File: src/logic/ctwm_pkg.sv
// Shared constants for the cycle time watchdog monitor
package ctwm_pkg;
   // Timing base
   localparam int CLK_NS = 50;
   localparam int TICK_NS = 100000;
   localparam int TICK_CLKS = (TICK_NS + CLK_NS - 1) / CLK_NS;
   localparam int TICKS_PER_MS = 10;
   localparam int WATCH_DEFAULT_MS = 1000;
   localparam int WATCH_STEP_MS = 10;
   localparam int SVC_LIMIT_MS = 2000;
   localparam logic [31:0] WATCH_DEFAULT_TICKS = 32'(WATCH_DEFAULT_MS * TICKS_PER_MS);
   localparam logic [31:0] WATCH_STEP_TICKS = 32'(WATCH_STEP_MS * TICKS_PER_MS);
   localparam logic [31:0] SVC_LIMIT_TICKS = 32'(SVC_LIMIT_MS * TICKS_PER_MS);
   // Watch setup word layout
   localparam int SETUP_SEL_BIT = 15;
   localparam logic [14:0] SETUP_CODE_MIN = 15'h0001;
   localparam logic [14:0] SETUP_CODE_MAX = 15'h0FA0;
   localparam logic [15:0] SETUP_RESET = 16'h0001;
   // Auxiliary word addresses
   localparam logic [15:0] ADDR_WATCH_SETUP = 16'h00D1;
   localparam logic [15:0] ADDR_PEAK_LOW = 16'h0106;
   localparam logic [15:0] ADDR_PEAK_HIGH = 16'h0107;
   localparam logic [15:0] ADDR_LATEST_LOW = 16'h0108;
   localparam logic [15:0] ADDR_LATEST_HIGH = 16'h0109;
   localparam logic [15:0] ADDR_SVC_PERIOD = 16'h010C;
   // Interrupt task numbers
   localparam logic [7:0] TASK_POWER = 8'h01;
   localparam logic [7:0] TASK_SCHED_BASE = 8'h02;
   localparam logic [7:0] TASK_IO_BASE = 8'h64;
   localparam int IO_IRQ_N = 32;
   localparam int SCHED_N = 2;
   localparam int HIST_DEPTH = 8;
   localparam int HIST_AW = 3;
   localparam logic [31:0] CNT_MAX = 32'hFFFFFFFF;
   localparam logic [15:0] WORD_MAX = 16'hFFFF;
   // Cycle measurement phase
   typedef enum logic [1:0] {PH_IDLE, PH_PROG, PH_TAIL} ctwm_phase_t;
endpackage : ctwm_pkg

File: src/logic/ctwm_hist_mem.sv
// Small history memory with registered read data
`timescale 1ns/1ps
module ctwm_hist_mem
   import ctwm_pkg::*;
#(
   parameter int W = 32,
   parameter int D = HIST_DEPTH,
   parameter int AW = HIST_AW
) (
   input wire logic ref_clk,
   input wire logic resetn,
   input wire logic wr_en,
   input wire logic [AW-1:0] wr_addr,
   input wire logic [W-1:0] wr_data,
   input wire logic [AW-1:0] rd_addr,
   output logic [W-1:0] rd_data_r
);
   logic [W-1:0] mem_r [D];
   logic [W-1:0] mem_nxt [D];
   logic [W-1:0] rd_data_nxt;

   // Write port and registered read
   always_comb begin
      for (int i = 0; i < D; i++) begin
         mem_nxt[i] = mem_r[i];
      end
      if (wr_en) begin
         mem_nxt[wr_addr] = wr_data;
      end
      rd_data_nxt = mem_r[rd_addr];
   end

   // Cleared at reset so the running mean starts from zero
   always_ff @(posedge ref_clk or negedge resetn) begin
      if (!resetn) begin
         for (int i = 0; i < D; i++) begin
            mem_r[i] <= '0;
         end
         rd_data_r <= '0;
      end else begin
         mem_r <= mem_nxt;
         rd_data_r <= rd_data_nxt;
      end
   end
endmodule : ctwm_hist_mem

File: src/logic/ctwm_monitor.sv
// Cycle time watchdog, cycle statistics and interrupt task dispatch
`timescale 1ns/1ps
module ctwm_monitor
   import ctwm_pkg::*;
#(
   parameter int SCHED_TICKS = 100,
   parameter int TICK_DIV = TICK_CLKS,
   parameter int IO_N = IO_IRQ_N
) (
   input wire logic ref_clk,
   input wire logic resetn,
   input wire logic parallel_mode,
   input wire logic cycle_start,
   input wire logic prog_end,
   input wire logic cycle_end,
   input wire logic svc_start,
   input wire logic svc_end,
   input wire logic aux_wr,
   input wire logic [15:0] aux_addr,
   input wire logic [15:0] aux_wdata,
   input wire logic [IO_N-1:0] io_irq_in,
   input wire logic [IO_N-1:0] io_both_edge,
   input wire logic power_fail,
   input wire logic ext_req,
   input wire logic [7:0] ext_task,
   output logic [15:0] aux_rdata_r,
   output logic [31:0] latest_cycle_r,
   output logic [31:0] peak_cycle_r,
   output logic [31:0] avg_cycle_r,
   output logic [15:0] service_period_word_r,
   output logic cycle_overrun_flag_r,
   output logic service_overrun_flag_r,
   output logic run_enable_r,
   output logic ext_busy_r,
   output logic task_launch_r,
   output logic [7:0] task_num_r
);
   localparam logic [11:0] TICK_LAST = 12'(TICK_DIV - 1);
   localparam logic [15:0] SCHED_LAST = 16'(SCHED_TICKS - 1);

   // Watch limit in 0.1 ms ticks from the setup word
   function automatic logic [31:0] ctwm_limit(input logic [15:0] setup);
      logic [14:0] code;
      code = setup[14:0];
      if (!setup[SETUP_SEL_BIT] || code < SETUP_CODE_MIN) begin
         ctwm_limit = WATCH_DEFAULT_TICKS;
      end else begin
         if (code > SETUP_CODE_MAX) begin
            code = SETUP_CODE_MAX;
         end
         ctwm_limit = 32'(code * WATCH_STEP_TICKS);
      end
   endfunction : ctwm_limit

   // Saturating tick increment
   function automatic logic [31:0] ctwm_inc(input logic [31:0] v);
      ctwm_inc = (v == CNT_MAX) ? v : v + 32'h00000001;
   endfunction : ctwm_inc

   ////////////////////////////////////////////////////////////////////////////
   // Time base: one tick per 0.1 ms
   logic [11:0] presc_r;
   logic [11:0] presc_nxt;
   logic tick_r;
   logic tick_nxt;

   always_comb begin
      tick_nxt = (presc_r == TICK_LAST);
      presc_nxt = tick_nxt ? 12'h000 : presc_r + 12'h001;
   end

   always_ff @(posedge ref_clk or negedge resetn) begin
      if (!resetn) begin
         presc_r <= 12'h000;
         tick_r <= 1'b0;
      end else begin
         presc_r <= presc_nxt;
         tick_r <= tick_nxt;
      end
   end

   ////////////////////////////////////////////////////////////////////////////
   // Setup word and auxiliary word reads
   logic [15:0] setup_r;
   logic [15:0] setup_nxt;
   logic [15:0] aux_rdata_nxt;
   logic [31:0] limit_ticks;

   always_comb begin
      setup_nxt = setup_r;
      if (aux_wr && aux_addr == ADDR_WATCH_SETUP) begin
         setup_nxt = aux_wdata;
      end
      limit_ticks = ctwm_limit(setup_r);
      unique case (aux_addr)
         ADDR_WATCH_SETUP: aux_rdata_nxt = setup_r;
         ADDR_PEAK_LOW: aux_rdata_nxt = peak_cycle_r[15:0];
         ADDR_PEAK_HIGH: aux_rdata_nxt = peak_cycle_r[31:16];
         ADDR_LATEST_LOW: aux_rdata_nxt = latest_cycle_r[15:0];
         ADDR_LATEST_HIGH: aux_rdata_nxt = latest_cycle_r[31:16];
         ADDR_SVC_PERIOD: aux_rdata_nxt = service_period_word_r;
         default: aux_rdata_nxt = 16'h0000; // Unmapped words read zero
      endcase
   end

   always_ff @(posedge ref_clk or negedge resetn) begin
      if (!resetn) begin
         setup_r <= SETUP_RESET;
         aux_rdata_r <= 16'h0000;
      end else begin
         setup_r <= setup_nxt;
         aux_rdata_r <= aux_rdata_nxt;
      end
   end

   ////////////////////////////////////////////////////////////////////////////
   // Cycle measurement, watch check and statistics
   ctwm_phase_t phase_r;
   ctwm_phase_t phase_nxt;
   logic [31:0] cyc_cnt_r;
   logic [31:0] cyc_cnt_nxt;
   logic [31:0] latest_nxt;
   logic [31:0] peak_nxt;
   logic [HIST_AW-1:0] hist_ptr_r;
   logic [HIST_AW-1:0] hist_ptr_nxt;
   logic [34:0] sum_r;
   logic [34:0] sum_nxt;
   logic [31:0] avg_nxt;
   logic [31:0] hist_old;
   logic record;
   logic cyc_over;
   logic halted;

   ctwm_hist_mem #(
      .W(32),
      .D(HIST_DEPTH),
      .AW(HIST_AW)
   ) u_hist (
      .ref_clk(ref_clk),
      .resetn(resetn),
      .wr_en(record),
      .wr_addr(hist_ptr_r),
      .wr_data(cyc_cnt_r),
      .rd_addr(hist_ptr_r),
      .rd_data_r(hist_old)
   );

   assign halted = cycle_overrun_flag_r | service_overrun_flag_r;
   // Parallel mode closes the measurement at the end of program execution
   assign record = (phase_r == PH_PROG) && (parallel_mode ? prog_end : cycle_end);
   assign cyc_over = (phase_r == PH_PROG) && (cyc_cnt_r > limit_ticks);

   always_comb begin
      phase_nxt = phase_r;
      cyc_cnt_nxt = cyc_cnt_r;
      latest_nxt = latest_cycle_r;
      peak_nxt = peak_cycle_r;
      hist_ptr_nxt = hist_ptr_r;
      sum_nxt = sum_r;
      avg_nxt = avg_cycle_r;
      if (halted || cyc_over) begin
         phase_nxt = PH_IDLE;
      end else if (cycle_start) begin
         phase_nxt = PH_PROG;
         cyc_cnt_nxt = 32'h00000000;
      end else begin
         unique case (phase_r)
            PH_IDLE: begin
               phase_nxt = PH_IDLE;
            end
            PH_PROG: begin
               if (tick_r) begin
                  cyc_cnt_nxt = ctwm_inc(cyc_cnt_r);
               end
               if (record) begin
                  phase_nxt = parallel_mode ? PH_TAIL : PH_IDLE;
               end
            end
            PH_TAIL: begin
               if (cycle_end) begin
                  phase_nxt = PH_IDLE;
               end
            end
         endcase
      end
      if (record && !halted && !cyc_over) begin
         latest_nxt = cyc_cnt_r;
         if (cyc_cnt_r > peak_cycle_r) begin
            peak_nxt = cyc_cnt_r;
         end
         // Running sum drops the oldest of the eight samples
         sum_nxt = sum_r + {3'b000, cyc_cnt_r} - {3'b000, hist_old};
         avg_nxt = sum_nxt[34:3];
         hist_ptr_nxt = hist_ptr_r + 3'(1);
      end
   end

   always_ff @(posedge ref_clk or negedge resetn) begin
      if (!resetn) begin
         phase_r <= PH_IDLE;
         cyc_cnt_r <= 32'h00000000;
         latest_cycle_r <= 32'h00000000;
         peak_cycle_r <= 32'h00000000;
         hist_ptr_r <= '0;
         sum_r <= '0;
         avg_cycle_r <= 32'h00000000;
      end else begin
         phase_r <= phase_nxt;
         cyc_cnt_r <= cyc_cnt_nxt;
         latest_cycle_r <= latest_nxt;
         peak_cycle_r <= peak_nxt;
         hist_ptr_r <= hist_ptr_nxt;
         sum_r <= sum_nxt;
         avg_cycle_r <= avg_nxt;
      end
   end

   ////////////////////////////////////////////////////////////////////////////
   // Peripheral servicing supervision and halt flags
   logic svc_act_r;
   logic svc_act_nxt;
   logic [31:0] svc_cnt_r;
   logic [31:0] svc_cnt_nxt;
   logic [15:0] svc_word_nxt;
   logic cyc_flag_nxt;
   logic svc_flag_nxt;
   logic svc_over;

   assign svc_over = svc_act_r && (svc_cnt_r > SVC_LIMIT_TICKS);

   always_comb begin
      svc_act_nxt = svc_act_r;
      svc_cnt_nxt = svc_cnt_r;
      svc_word_nxt = service_period_word_r;
      if (svc_start) begin
         svc_act_nxt = 1'b1;
         svc_cnt_nxt = 32'h00000000;
      end else if (svc_act_r) begin
         if (tick_r) begin
            svc_cnt_nxt = ctwm_inc(svc_cnt_r);
         end
         if (svc_end || svc_over) begin
            svc_act_nxt = 1'b0;
         end
         if (svc_end && parallel_mode) begin
            // Word saturates, the servicing limit keeps it far below the top
            svc_word_nxt = (svc_cnt_r > 32'(WORD_MAX)) ? WORD_MAX : svc_cnt_r[15:0];
         end
      end
      // Flags stay set until reset so the stop cannot be missed
      cyc_flag_nxt = cycle_overrun_flag_r | cyc_over;
      svc_flag_nxt = service_overrun_flag_r | svc_over;
   end

   always_ff @(posedge ref_clk or negedge resetn) begin
      if (!resetn) begin
         svc_act_r <= 1'b0;
         svc_cnt_r <= 32'h00000000;
         service_period_word_r <= 16'h0000;
         cycle_overrun_flag_r <= 1'b0;
         service_overrun_flag_r <= 1'b0;
         run_enable_r <= 1'b0;
      end else begin
         svc_act_r <= svc_act_nxt;
         svc_cnt_r <= svc_cnt_nxt;
         service_period_word_r <= svc_word_nxt;
         cycle_overrun_flag_r <= cyc_flag_nxt;
         service_overrun_flag_r <= svc_flag_nxt;
         run_enable_r <= ~(cyc_flag_nxt | svc_flag_nxt);
      end
   end

   ////////////////////////////////////////////////////////////////////////////
   // Interrupt sources and task dispatch, one launch per clock
   logic [IO_N-1:0] io_prev_r;
   logic [IO_N-1:0] io_pend_r;
   logic [IO_N-1:0] io_pend_nxt;
   logic [15:0] sched_cnt_r [SCHED_N];
   logic [15:0] sched_cnt_nxt [SCHED_N];
   logic [SCHED_N-1:0] sched_pend_r;
   logic [SCHED_N-1:0] sched_pend_nxt;
   logic pwr_prev_r;
   logic pwr_pend_r;
   logic pwr_pend_nxt;
   logic ext_pend_nxt;
   logic [7:0] ext_num_r;
   logic [7:0] ext_num_nxt;
   logic launch_nxt;
   logic [7:0] task_nxt;
   logic [IO_N-1:0] io_edge;

   // Both-edge capable inputs also launch on the falling edge
   assign io_edge = (io_irq_in & ~io_prev_r) | (~io_irq_in & io_prev_r & io_both_edge);

   always_comb begin
      io_pend_nxt = io_pend_r | io_edge;
      pwr_pend_nxt = pwr_pend_r | (power_fail & ~pwr_prev_r);
      sched_pend_nxt = sched_pend_r;
      for (int s = 0; s < SCHED_N; s++) begin
         sched_cnt_nxt[s] = sched_cnt_r[s];
         if (tick_r) begin
            sched_cnt_nxt[s] = sched_cnt_r[s] + 16'h0001;
            if (sched_cnt_r[s] == SCHED_LAST) begin
               sched_cnt_nxt[s] = 16'h0000;
               sched_pend_nxt[s] = 1'b1;
            end
         end
      end
      ext_pend_nxt = ext_busy_r;
      ext_num_nxt = ext_num_r;
      // A request while one waits is ignored; ext_busy_r tells the source
      if (ext_req && !ext_busy_r) begin
         ext_pend_nxt = 1'b1;
         ext_num_nxt = ext_task;
      end
      launch_nxt = 1'b0;
      task_nxt = task_num_r;
      // Grant clears the pending bit; a fresh power, periodic or I/O event of the same cycle is kept
      if (run_enable_r) begin
         if (pwr_pend_r) begin
            launch_nxt = 1'b1;
            task_nxt = TASK_POWER;
            pwr_pend_nxt = power_fail & ~pwr_prev_r;
         end else if (ext_busy_r) begin
            launch_nxt = 1'b1;
            task_nxt = ext_num_r;
            ext_pend_nxt = 1'b0;
         end else if (|sched_pend_r) begin
            launch_nxt = 1'b1;
            task_nxt = sched_pend_r[0] ? TASK_SCHED_BASE : TASK_SCHED_BASE + 8'h01;
            if (sched_pend_r[0]) begin
               sched_pend_nxt[0] = tick_r && (sched_cnt_r[0] == SCHED_LAST);
            end else begin
               sched_pend_nxt[1] = tick_r && (sched_cnt_r[1] == SCHED_LAST);
            end
         end else if (|io_pend_r) begin
            launch_nxt = 1'b1;
            for (int i = IO_N - 1; i >= 0; i--) begin
               if (io_pend_r[i]) begin
                  task_nxt = TASK_IO_BASE + 8'(i);
               end
            end
            io_pend_nxt = (io_pend_r & ~(io_pend_r & (~io_pend_r + 1'b1))) | io_edge;
         end
      end
   end

   always_ff @(posedge ref_clk or negedge resetn) begin
      if (!resetn) begin
         io_prev_r <= '0;
         io_pend_r <= '0;
         for (int s = 0; s < SCHED_N; s++) begin
            sched_cnt_r[s] <= 16'h0000;
         end
         sched_pend_r <= '0;
         pwr_prev_r <= 1'b0;
         pwr_pend_r <= 1'b0;
         ext_busy_r <= 1'b0;
         ext_num_r <= 8'h00;
         task_launch_r <= 1'b0;
         task_num_r <= 8'h00;
      end else begin
         io_prev_r <= io_irq_in;
         io_pend_r <= io_pend_nxt;
         sched_cnt_r <= sched_cnt_nxt;
         sched_pend_r <= sched_pend_nxt;
         pwr_prev_r <= power_fail;
         pwr_pend_r <= pwr_pend_nxt;
         ext_busy_r <= ext_pend_nxt;
         ext_num_r <= ext_num_nxt;
         task_launch_r <= launch_nxt;
         task_num_r <= task_nxt;
      end
   end
endmodule : ctwm_monitor

File: config.mk
export PLATFORM = sky130hd
export DESIGN_NAME = ctwm_monitor
export DESIGN_NICKNAME = d
export VERILOG_FILES = /design/src/logic/ctwm_pkg.sv /design/src/logic/ctwm_hist_mem.sv /design/src/logic/ctwm_monitor.sv
export SDC_FILE = /design/constraint.sdc
export NUM_CORES = 1
export LEC_CHECK = 0
export BUFFER_PORTS_ARGS = -buffer_cell sky130_fd_sc_hd__buf_2
export CORE_MARGIN = 2
export CORE_UTILIZATION = 64
export CTS_CLUSTER_DIAMETER = 200
export DETAILED_ROUTE_END_ITERATION = 7
export GPL_TIMING_DRIVEN = 0
export HOLD_SLACK_MARGIN = 0.08
export PLACE_DENSITY = 0.88
export SLEW_MARGIN = 20
export SYNTH_ARGS = -nofsm -noshare
export SYNTH_HDL_FRONTEND = slang
export SYNTH_SLANG_ARGS = --single-unit
File: constraint.sdc
create_clock -name ref_clk -period 9.54 [get_ports ref_clk]
set_clock_uncertainty 0.15 [all_clocks]
set_input_delay 0.954 -clock ref_clk [delete_from_list [all_inputs] [get_ports ref_clk]]
set_output_delay 0.954 -clock ref_clk [all_outputs]
set_load 0.05 [all_outputs]
# Word level (Yosys, flattened, before mapping)
# Index checks and enable logic that the tools add are counted.
# totals
register_bits	671
latchBits	0
ramBits	0
rom_bits	0
wordCells	223
n_memories	0
# op_classes
n_addsub	9
mul	1
div	0
order_cmp	8
eq_ne	17
shifts	0
muxes	95
n_bitwise	23
reduce_logical	33
# op_table
op	count
two-way mux 32 bit	16
two-way mux 8 bit	36
bitwise mux 256 bit	1
bitwise AND 32 bit	5
NOT 32 bit	4
adder 32 x 1 -> 32 bit (second input constant)	3
binary-select mux 32 bit (select 3 bit)	1
demux 32 bit (select 3 bit)	1
OR 32 bit	3
case mux 16 bit (6 select lines)	1
equality test 16 x 9 -> 1 bit (second input constant)	5
equality test 32 bit (second input constant)	2
> comparator 32 bit	2
two-way mux 16 bit	3
adder 35 x 32 -> 35 bit	1
nonzero test 35 bit	1
subtractor 35 x 32 -> 35 bit	1
adder 16 x 1 -> 16 bit (second input constant)	2
equality test 16 x 7 -> 1 bit (second input constant)	2
> comparator 32 x 15 -> 1 bit (second input constant)	1
> comparator 32 x 16 -> 1 bit (second input constant)	1
OR reduction 32 bit	1
two-way mux 15 bit	2
two-way mux 1 bit	22
other kinds (32)	69

# Longest topological paths before layout
# Gate-level depths: netlist (run 1).
# depth
ltp_word	36
ltp_mapped	30

# Hierarchy
# A second synthesis (run 1) with hierarchy kept.
# hier_totals
hier_cells	2873
hier_area_um2	33248.1
# modules_own_cells
module	n_inst	cells_each	area_per_inst_um2
ctwm_monitor	1	2176	20808.7
ctwm_hist_mem	1	697	12439.4

# Worst setup path before layout (run 1)
# Ideal clock, no wire load.
# synth_timing
kind	register -> register
start	reg setup_r[13]
end	reg avg_cycle_r[19]
t_arrival_ns	6.211
t_required_ns	9.258
path_slack_ns	3.047
path_stages_with_launch	26
n_path_buf	1
synth_period_minus_slack_ns	6.493
path_cell_list	dfrtp_1 nor3_1 o31a_1 and2_1 ha_1 ha_1 fa_1 ha_1 a21o_1 a21oi_1 nor2_1 o21ai_0 a21oi_1 a41o_1 o41ai_1 xnor2_1 nand2_1 ha_1 a21o_1 a21o_1 a31o_2 o21ai_1 o2111ai_1 clkbuf_1 a211oi_1 or3b_1
# synth_via
elab_chain_len	9
word_cells_on_any_way	11
# synth_rtl
element	line_no	source
from (decl)	ctwm_monitor.sv:84	logic [15:0] setup_r;
from (signal assigned)	ctwm_monitor.sv:111	setup_r <= setup_nxt;
> comparator 15 x 12 -> 1 bit	ctwm_monitor.sv:48	if (code > SETUP_CODE_MAX) begin
two-way mux 15 bit	ctwm_monitor.sv:48	
two-way mux 15 bit	ctwm_monitor.sv:45	if (!setup[SETUP_SEL_BIT] || code < SETUP_CODE_MIN) begin
multiplier 15 x 5 -> 20 bit	ctwm_monitor.sv:51	ctwm_limit = 32'(code * WATCH_STEP_TICKS);
two-way mux 22 bit *	ctwm_monitor.sv:45	
> comparator 32 bit *	ctwm_monitor.sv:151	assign cyc_over = (phase_r == PH_PROG) && (cyc_cnt_r > limit_ticks);
logical AND 1 bit *	ctwm_monitor.sv:151	
zero test 1 bit *	ctwm_monitor.sv:186	if (record && !halted && !cyc_over) begin
logical AND 1 bit *	ctwm_monitor.sv:186	
to (signal assigned)	ctwm_monitor.sv:214	avg_cycle_r <= avg_nxt;
to (decl)	ctwm_monitor.sv:29	output logic [31:0] avg_cycle_r,
# Every way passes the cells marked *; elsewhere a longest branch is shown, timed or not. The select of a mux whose other input is x is not followed.
# A chain may end at the register's enable or synchronous reset.

# Final worst setup path (run 1)
# layout_timing
start	reg setup_r[13]
end	reg avg_cycle_r[31]
# Same word-level chain as after synthesis.

==> results of run 1 <==
how the worst max path moves through the flow:
stage / start / end / slack [ps] / cells after the start
CTS: setup_r[13]$_DFFE_PN0P_ / avg_cycle_r[31]$_DFFE_PN0P_ / 1340 / 26
detailed placement: setup_r[13]$_DFFE_PN0P_ / avg_cycle_r[31]$_DFFE_PN0P_ / 1360 / 26
global placement: resetn / u_hist.mem_r[121]$_DFFE_PN0P_ / -5060 / 1
floorplan: setup_r[13]$_DFFE_PN0P_ / avg_cycle_r[19]$_DFFE_PN0P_ / 3050 / 25
finish: setup_r[13]$_DFFE_PN0P_ / avg_cycle_r[31]$_DFFE_PN0P_ / 1110 / 26
global route: setup_r[2]$_DFFE_PN0P_ / sum_r[2]$_DFFE_PN0P_ / 670 / 26
layer usage:
layer	up-vias	share of wire	global-route usage
li1	11308	-	-
met2	1446	0.47	0.595
met5	-	0	0
met1	13033	0.38	0.459
met3	390	0.082	0.0681
met4	0	0.068	0.214
registers in the layout (all words and copies together) (netlist names), 2 cells and up:
name                   count
avg_cycle_r               32
sched_cnt_r               32
svc_cnt_r                 32
ext_num_r                  8
phase_r                    2
hist_ptr_r                 3
presc_r                   12
io_prev_r                 32
service_period_word_r     16
sched_pend_r               2
task_num_r                 8
peak_cycle_r              32
u_hist.mem_r             256
aux_rdata_r               16
io_pend_r                 32
latest_cycle_r            32
u_hist.rd_data_r          32
cyc_cnt_r                 32
setup_r                   16
sum_r                      3
report_power, final:
part	internal [mW]	total [mW]	switching [mW]
clock	1.61	2.75	1.14
combinational	0.281	0.757	0.477
sequential	2.79	2.84	0.0579
metrics by stage:
stage / instances / instance area (µm²) / utilization / hold WS (ps) / setup slack, ps
floorplan: 3019 / 32600 / - / 249 / 3050
global placement: 3946 / 34800 / 0.691 / 259 / -5060
detailed placement: 3953 / 35000 / 0.695 / 259 / 1360
CTS: 4079 / 37300 / 0.742 / 268 / 1340
global route: 4079 / 37300 / 0.742 / 302 / 666
finish: 4080 / 37300 / 0.742 / 271 / 1110
repair_timing:
item,4_1_cts,5_1_grt
hold endpoints to repair,28,0
setup endpoints to repair,0,0
hold buffers,1,0
cell usage in the layout (no fill, tap or decap), types with 14 or more instances in the layout:
cell,instances
sky130_fd_sc_hd__and3_1,27
sky130_fd_sc_hd__clkbuf_1,124
sky130_fd_sc_hd__nor3_1,33
sky130_fd_sc_hd__buf_4,33
sky130_fd_sc_hd__a211oi_1,23
sky130_fd_sc_hd__a22oi_1,178
sky130_fd_sc_hd__and2_1,37
sky130_fd_sc_hd__a21oi_1,68
sky130_fd_sc_hd__clkbuf_8,16
sky130_fd_sc_hd__dfrtp_1,638
sky130_fd_sc_hd__fa_1,42
sky130_fd_sc_hd__mux2i_1,26
sky130_fd_sc_hd__nand2_1,207
sky130_fd_sc_hd__nand3_1,70
sky130_fd_sc_hd__inv_1,225
sky130_fd_sc_hd__nor2_1,176
sky130_fd_sc_hd__nand4_1,71
sky130_fd_sc_hd__ha_1,144
sky130_fd_sc_hd__xor2_1,47
sky130_fd_sc_hd__mux2_2,280
sky130_fd_sc_hd__o21ai_0,117
sky130_fd_sc_hd__o31ai_1,25
sky130_fd_sc_hd__buf_1,27
sky130_fd_sc_hd__o211ai_1,14
sky130_fd_sc_hd__nand3b_1,16
sky130_fd_sc_hd__nor2b_1,17
sky130_fd_sc_hd__nand2b_1,44
sky130_fd_sc_hd__nor4_1,25
sky130_fd_sc_hd__clkbuf_16,69
sky130_fd_sc_hd__a21o_1,40
sky130_fd_sc_hd__buf_2,263
sky130_fd_sc_hd__xnor2_1,66
cells by family (layout without fill, tap and decap cells):
family                     count (synthesis)  count (layout)
adders and majority gates                186             186
xor gates and xnor gates                 113             113
buffers and inverters                    406             794
and+or+nand+nor                          785             785
other                                      2              11
DFF                                      639             639
AOI/OAI and AO/OA                        572             572
muxes                                    308             308
worst register-to-register path, stage by stage (launching register included):
cell and delay, ps:
sky130_fd_sc_hd__dfrtp_1 410, sky130_fd_sc_hd__nor3_1 610, sky130_fd_sc_hd__o31a_1 370, sky130_fd_sc_hd__and2_1 230, sky130_fd_sc_hd__ha_1 250, sky130_fd_sc_hd__ha_1 310, sky130_fd_sc_hd__fa_1 470, sky130_fd_sc_hd__ha_1 350
sky130_fd_sc_hd__a21o_1 180, sky130_fd_sc_hd__a21oi_1 220, sky130_fd_sc_hd__nor2_1 60, sky130_fd_sc_hd__o21ai_0 250, sky130_fd_sc_hd__a21oi_1 150, sky130_fd_sc_hd__a41o_1 310, sky130_fd_sc_hd__o41ai_1 540, sky130_fd_sc_hd__xnor2_1 190
sky130_fd_sc_hd__nand2_1 100, sky130_fd_sc_hd__ha_1 330, sky130_fd_sc_hd__nand4_1 100, sky130_fd_sc_hd__nor4_1 440, sky130_fd_sc_hd__o21ai_1 210, sky130_fd_sc_hd__o2111ai_1 550, sky130_fd_sc_hd__clkbuf_1 640, sky130_fd_sc_hd__buf_2 450
sky130_fd_sc_hd__nor2_1 90, sky130_fd_sc_hd__a211oi_1 260, sky130_fd_sc_hd__nand3_1 100
cell type report:
type	count	area [µm²]	area share
Clock buffer	99	2000	0.0536
Tap cell	672	841	0.0225
Timing Repair Buffer	263	1490	0.0399
Inverter	225	845	0.0226
Buffer	181	830	0.0222
Sequential cell	639	16000	0.429
Multi-Input combinational cell	1974	15000	0.402
Antenna cell	1	2.50	0.0000671
Clock inverter	26	322	0.00862
cells in the mapped netlist, drive strengths merged, types with 40 or more instances:
cell	n	area [µm²]
nand2	207	777
inv	225	845
buf	71	417
xnor2	66	578
dfrtp	638	16000
a22oi	178	1340
nand3	70	350
fa	42	841
clkbuf	110	413
mux2	282	3180
nor2	176	661
a21o	40	300
nand2b	44	275
nand4	71	444
xor2	47	412
o21ai	121	606
ha	144	1800
a21oi	69	357
==> reports/summary.md, run 1 <==
The run gives 0.365 as the aggregate global-route resource usage. The share of synthesized area spent on multiplexers is 0.105. The starting utilization of the core area was 0.649; the wire length of the first global-routing pass was 148000 µm.

Total clock buffers created by CTS: 69. The routed design has 96200 µm of wire. From left edge to right edge, the die measures 230 µm. Cell area after synthesis: 32600 µm².

The later pin in the worst-skew pair is clocked with a latency of 630 ps. The run gives 0 as the DRC violation count after routing. The tools report the total grt overflow as 0. The die area was 52800 µm². The actual transition at the worst max-transition pin was 1230 ps; the peak supply drop was 0.000137 V. The number of H-tree branching levels came out at 3.

The number of search-and-repair iterations in the first detailed-routing pass was 6. At the end of routability-driven placement, the weighted congestion stood at 0.953. The shortest clock period the worst path allows after layout came out at 8430 ps. The logs give 0 for the total of cells resized after clock tree synthesis and 3 for the buffer depth of the longest clock path. The share of flip-flops with an asynchronous set or reset after synthesis is 1.00, and the synthesized area per cell is 10.8 µm².

The tools report the worst slew margin relative to its limit as 0.175. In this run the most critical hold path is launched from pwr_prev_r$_DFF_PN0_. The logs give 0 for the number of antenna violations at the first check in global routing and 77 for the number of distinct library cells after synthesis. The run gives 0 as the buffers inserted during post-CTS setup optimization. The biggest cell delay along the critical path is 640 ps.

The logs give 0 for the number of warnings printed during yosys synthesis and 0 for the final setup violation count. The worst register-to-register path has a setup slack of 1110 ps. The end point of the worst hold path is pwr_pend_r$_DFF_PN0_.

Nature of the critical path startpoint: a flip-flop. Nature of the critical path endpoint: a flip-flop. The sequential-to-total area share from yosys stat was 0.490; the simple logic cell fraction of the synthesized area was 0.120. Port buffering added 255 buffers. For the count of final max-slew check failures, the log shows 0. The slowest stage of the critical path is the sky130_fd_sc_hd__clkbuf_1 cell. The logs give 82 for the number of placement rows and 639 for the clock sink count. The worst hold path belongs to the class flip-flop to flip-flop. Across the run, the number of max-cap violations was 0. The final-report hold violation count was 0; the pin count of the biggest net entering global routing was 107. The most repeated library cell on the critical path was sky130_fd_sc_hd__ha_1. Type of the worst setup path: flip-flop to flip-flop. The adder-cell share of the synthesized area is 0.0810. Setup total negative slack on the finished layout was measured at 0 ps. The clock-pin slew on the worst setup and hold paths is 60 ps. Number of antenna-violating nets in the routed design: 0. Among cell families on the critical path, the largest total delay comes from compound AO/OA/AOI/OAI gates.

During I/O placement, the number of pins put on the boundary was 256. In this run, synthesis inferred 0 flip-flops with an integrated enable. TritonCTS built the clock tree.

Among all flip-flop cells after synthesis, the most frequent one is sky130_fd_sc_hd__dfrtp_1. Summed over all cells, the static leakage comes to 18.5 nW. For the worst setup path, the data arrival time is 8780 ps. Dividing the detail-routed wire length by the instance count gives 23.6 µm. The number of violations reported at the end of detailed-routing iteration 0 is 2565, and the synthesis-to-finish area growth is 14.4%. By area, the combinational part of the netlist is dominated by compound AO/OA/AOI/OAI gates. For the worst flop-to-flop path, the logic depth is 26. The final layout contains 3654 nets.

CTS placed an instance of sky130_fd_sc_hd__clkbuf_16 at the clock tree root. STA puts the critical path data required time at 9890 ps. Via count normalized by instance count: 6.42. Summing internal, switching and leakage power gives 6.35 mW. Counting both buffers and inverters, the worst setup path holds a total of 2. The logs give 50300 µm² for the core region area and 26177 for the total number of vias.

The share of layout cells above drive strength 1 came out at 0.211. The final-layout fill cell count was 3277; the xor and xnor fraction of the mapped netlist area was 0.0304. The instance count along the most critical hold path is 1. The share of the clock period used by the worst path after layout was 0.883; the cell count after synthesis was 3011.

Detailed placement finished with a half-perimeter wire length of 69500 µm. After synthesis the netlist holds a flip-flop and latch count of 639. Via count of the first global-routing pass: 26452.

In this run the critical register-to-register path is launched from setup_r[13]$_DFFE_PN0P_. The total power density per cell area is 170 nW/µm². The run finished with clean final reports.

The largest fanout on the critical path is 10. For the fmax, the log shows 119 MHz. Setup repair after global routing left no endpoint under its margin. Endpoint of the most critical register-to-register path: avg_cycle_r[31]$_DFFE_PN0P_.

Fraction of the mapped netlist area in compound gates: 0.121. The die height was 230 µm.
(Power assumes the default switching activity.)
==> run 2, diff against run 1 <==
- CORE_UTILIZATION: 64 -> 60
- HOLD_SLACK_MARGIN: 0.08 -> 0.12
- PLACE_DENSITY: 0.88 -> 0.84
==> reports/summary.md, run 2 (synthesis results as in run 1) <==
The run finished with clean final reports. The run gives 6 (unchanged) as the number of search-and-repair iterations in the first detailed-routing pass. The detailed placer's ending HPWL is 67100 µm (was 69500 µm), and the number of violations reported at the end of detailed-routing iteration 0 is 2433 (was 2565). The required time at the endpoint of the critical path was 9850 ps (was 9890 ps). The most repeated library cell on the critical path was sky130_fd_sc_hd__ha_1 (unchanged). The total wire length after detailed routing came out at 93400 µm (was 96200 µm). The wire length of the first global-routing pass was 144000 µm (was 148000 µm).

The tools report the root cell of the clock tree as sky130_fd_sc_hd__clkbuf_16 (unchanged). The final-report hold violation count was 0 (unchanged); the leakage power of the design was 18.4 nW (was 18.5 nW). The logs give 0.242 (was 0.175) for the worst slew margin relative to its limit and 630 ps (about the same) for the latest clock arrival within the worst-skew pair. The logs give 4103 (was 4080) for the non-filler instance count after layout and 639 (unchanged) for the clock sink count.

The final setup violation count was 0 (unchanged). The flop-to-flop setup slack was 1340 ps (was 1110 ps). The tools report the footprint of the flip-flops and latches as 16000 µm² (unchanged).

Nature of the critical path startpoint: a flip-flop (unchanged). The number of antenna violations at the first check in global routing is 6 (was 0), and the biggest cell delay along the critical path is 670 ps (was 640 ps). The largest register by flop count was u_hist.mem_r (unchanged). The share of the clock period used by the worst path after layout is 0.859 (was 0.883). The clock-pin slew on the worst setup and hold paths was 60 ps (about the same); the peak supply drop was 0.000120 V (was 0.000137 V).

The die span in x was 237 µm (was 230 µm). The total clock buffers created by CTS is 69 (unchanged). The leading cell type in the layout, fill and taps excluded was sky130_fd_sc_hd__dfrtp_1 (unchanged). Total of cells resized after clock tree synthesis: 0 (unchanged).

The type of the worst setup path was flip-flop to flip-flop (unchanged). For the starting utilization of the core area, the log shows 0.606 (was 0.649). The worst endpoint data arrival time was 8510 ps (was 8780 ps).

Number of antenna-violating nets in the routed design: 0 (unchanged). The path depth of the worst reg2reg path works out to 28 (was 26). The final-layout fill cell count was 3810 (was 3277). The logs give 1590 ps (was 1360 ps) for the worst setup slack after placement and 0 (unchanged) for the number of max-cap violations. The endpoint of the most critical register-to-register path is avg_cycle_r[20]$_DFFE_PN0P_ (was avg_cycle_r[31]$_DFFE_PN0P_).

The fmax was 122 MHz (was 119 MHz). The total power density per cell area was 168 nW/µm² (was 170 nW/µm²). The layout net count came out at 3652 (was 3654). The run gives 53800 µm² (was 50300 µm²) as the core region area. For the die area, the log shows 56200 µm² (was 52800 µm²).

The path type of the worst min-delay path was input pin to async pin (was flip-flop to flip-flop). The nature of the critical path endpoint is a flip-flop (unchanged). The die height works out to 237 µm (was 230 µm). Commonest cells after routing, fill and taps aside: 638 x sky130_fd_sc_hd__dfrtp_1, 280 x sky130_fd_sc_hd__mux2_2, 263 x sky130_fd_sc_hd__buf_2 (unchanged). The total number of vias came out at 25478 (was 26177).

The synthesis-to-finish area growth was 14.2% (was 14.4%). For the last weighted congestion value of the routability-driven placer, the log shows 0.959 (was 0.953). The tools report the launching element of the worst setup path as setup_r[2]$_DFFE_PN0P_ (was setup_r[13]$_DFFE_PN0P_). The actual transition at the worst max-transition pin came out at 1140 ps (was 1230 ps). Setup repair after global routing left no endpoint under its margin.

The logs give 0 (was 1) for the total of hold buffers inserted after clock tree synthesis and 3 (unchanged) for the buffer depth of the longest clock path. The final routed wire length divided by cell count came out at 22.8 µm (was 23.6 µm). The tools report the launch instance of the worst register-to-register path as setup_r[2]$_DFFE_PN0P_ (was setup_r[13]$_DFFE_PN0P_). The total grt overflow was 0 (unchanged); the DRC violation count after routing was 0 (unchanged). The area of the multi-input gates is 15000 µm² (unchanged). Placed instance count: 3976 (was 3953). The tools report the destination of the critical timing path as avg_cycle_r[20]$_DFFE_PN0P_ (was avg_cycle_r[31]$_DFFE_PN0P_).

The via count normalized by instance count came out at 6.21 (was 6.42). The buffers inserted during post-CTS setup optimization is 0 (unchanged), and the aggregate global-route resource usage is 0.333 (was 0.365). The number of ports placed on the die boundary was 256 (unchanged).

Post-route worst setup slack: 1340 ps (was 1110 ps). The count of final max-slew check failures is 0 (unchanged), and the via count of the first global-routing pass is 25753 (was 26452). For the final core utilization, the log shows 0.692 (was 0.742).

The largest fanout on the critical path came out at 10 (unchanged). TritonCTS built the clock tree. The number of H-tree branching levels came out at 3 (unchanged).

The slowest cell on the critical path was sky130_fd_sc_hd__clkbuf_1 (unchanged). The pin count of the biggest net entering global routing came out at 101 (was 107). The number of flip-flops in the largest register was 256 (unchanged).

Share of layout cells above drive strength 1: 0.208 (was 0.211). The count of input and output buffers is 255 (unchanged), and the shortest clock period the worst path allows after layout is 8200 ps (was 8430 ps). The number of placement rows was 85 (was 82).
## run 2: cell count changes in the layout (fill, tap and decap cells not counted), moves of 3 or more
cell                       change
sky130_fd_sc_hd__clkbuf_1      +6
sky130_fd_sc_hd__clkbuf_8      -9
sky130_fd_sc_hd__clkinv_2      -4
sky130_fd_sc_hd__clkinv_8      +3
sky130_fd_sc_hd__diode_2       +6
sky130_fd_sc_hd__inv_6         -3
## run 2: worst min path at each step
stage,depth (start not counted),slack (ps),from,endpoint
after floorplan,1,250,pwr_prev_r$_DFF_PN0_,pwr_pend_r$_DFF_PN0_
after global placement,1,250,pwr_prev_r$_DFF_PN0_,pwr_pend_r$_DFF_PN0_
after detailed placement,1,260,pwr_prev_r$_DFF_PN0_,pwr_pend_r$_DFF_PN0_
after CTS,1,240,resetn,peak_cycle_r[4]$_DFFE_PN0P_
after global routing,1,250,resetn,svc_cnt_r[23]$_DFFE_PN0P_
final,1,210,resetn,svc_cnt_r[23]$_DFFE_PN0P_
## run 2: metal layers
metal / vias up / global-route usage / share of wire
met1: 12668 / 0.422 / 0.39
li1: 11338 / - / -
met5: - / 0 / 0
met4: 0 / 0.188 / 0.059
met2: 1177 / 0.533 / 0.47
met3: 295 / 0.0741 / 0.085
## run 2: report_power, final
part / internal, mW / total (mW) / switching [mW]
Clock: 1.55 / 2.68 / 1.12
Sequential: 2.79 / 2.84 / 0.0541
Combinational: 0.279 / 0.747 / 0.469
## run 2: through the flow
| step | hold slack, ps | setup TNS (ps) | total power [mW] | cell area (µm²) |
|---|---|---|---|---|
| CTS | 242 | 0 | 6.27 | 37200 |
| global placement | 253 | -3555940 | 3.58 | 34800 |
| floorplan | 249 | 0 | 3.36 | 32600 |
| detailed placement | 263 | 0 | 3.61 | 35000 |
| finish | 214 | 0 | 6.27 | 37200 |
| global route | 247 | 0 | 6.48 | 37200 |
## run 2: critical path, delay by kind of cell (launching register included)
family / cells / cell delay (ps)
and+or+nand+nor: 8 / 1510
adders and majority gates: 5 / 1730
muxes: 2 / 310
AOI/OAI and AO/OA: 10 / 2620
DFF: 1 / 430
xor gates and xnor gates: 1 / 210
buffers and inverters: 2 / 1070
## run 2: final cells by class
cell class / count / area share
inverters: 225 / 0.0227
multi-input cells: 1974 / 0.402
repair buffers: 261 / 0.0390
well taps: 696 / 0.0234
flip-flops and latches: 639 / 0.430
clock inverters: 23 / 0.00860
plain buffers: 181 / 0.0223
diodes: 7 / 0.000470
clock buffers: 97 / 0.0517
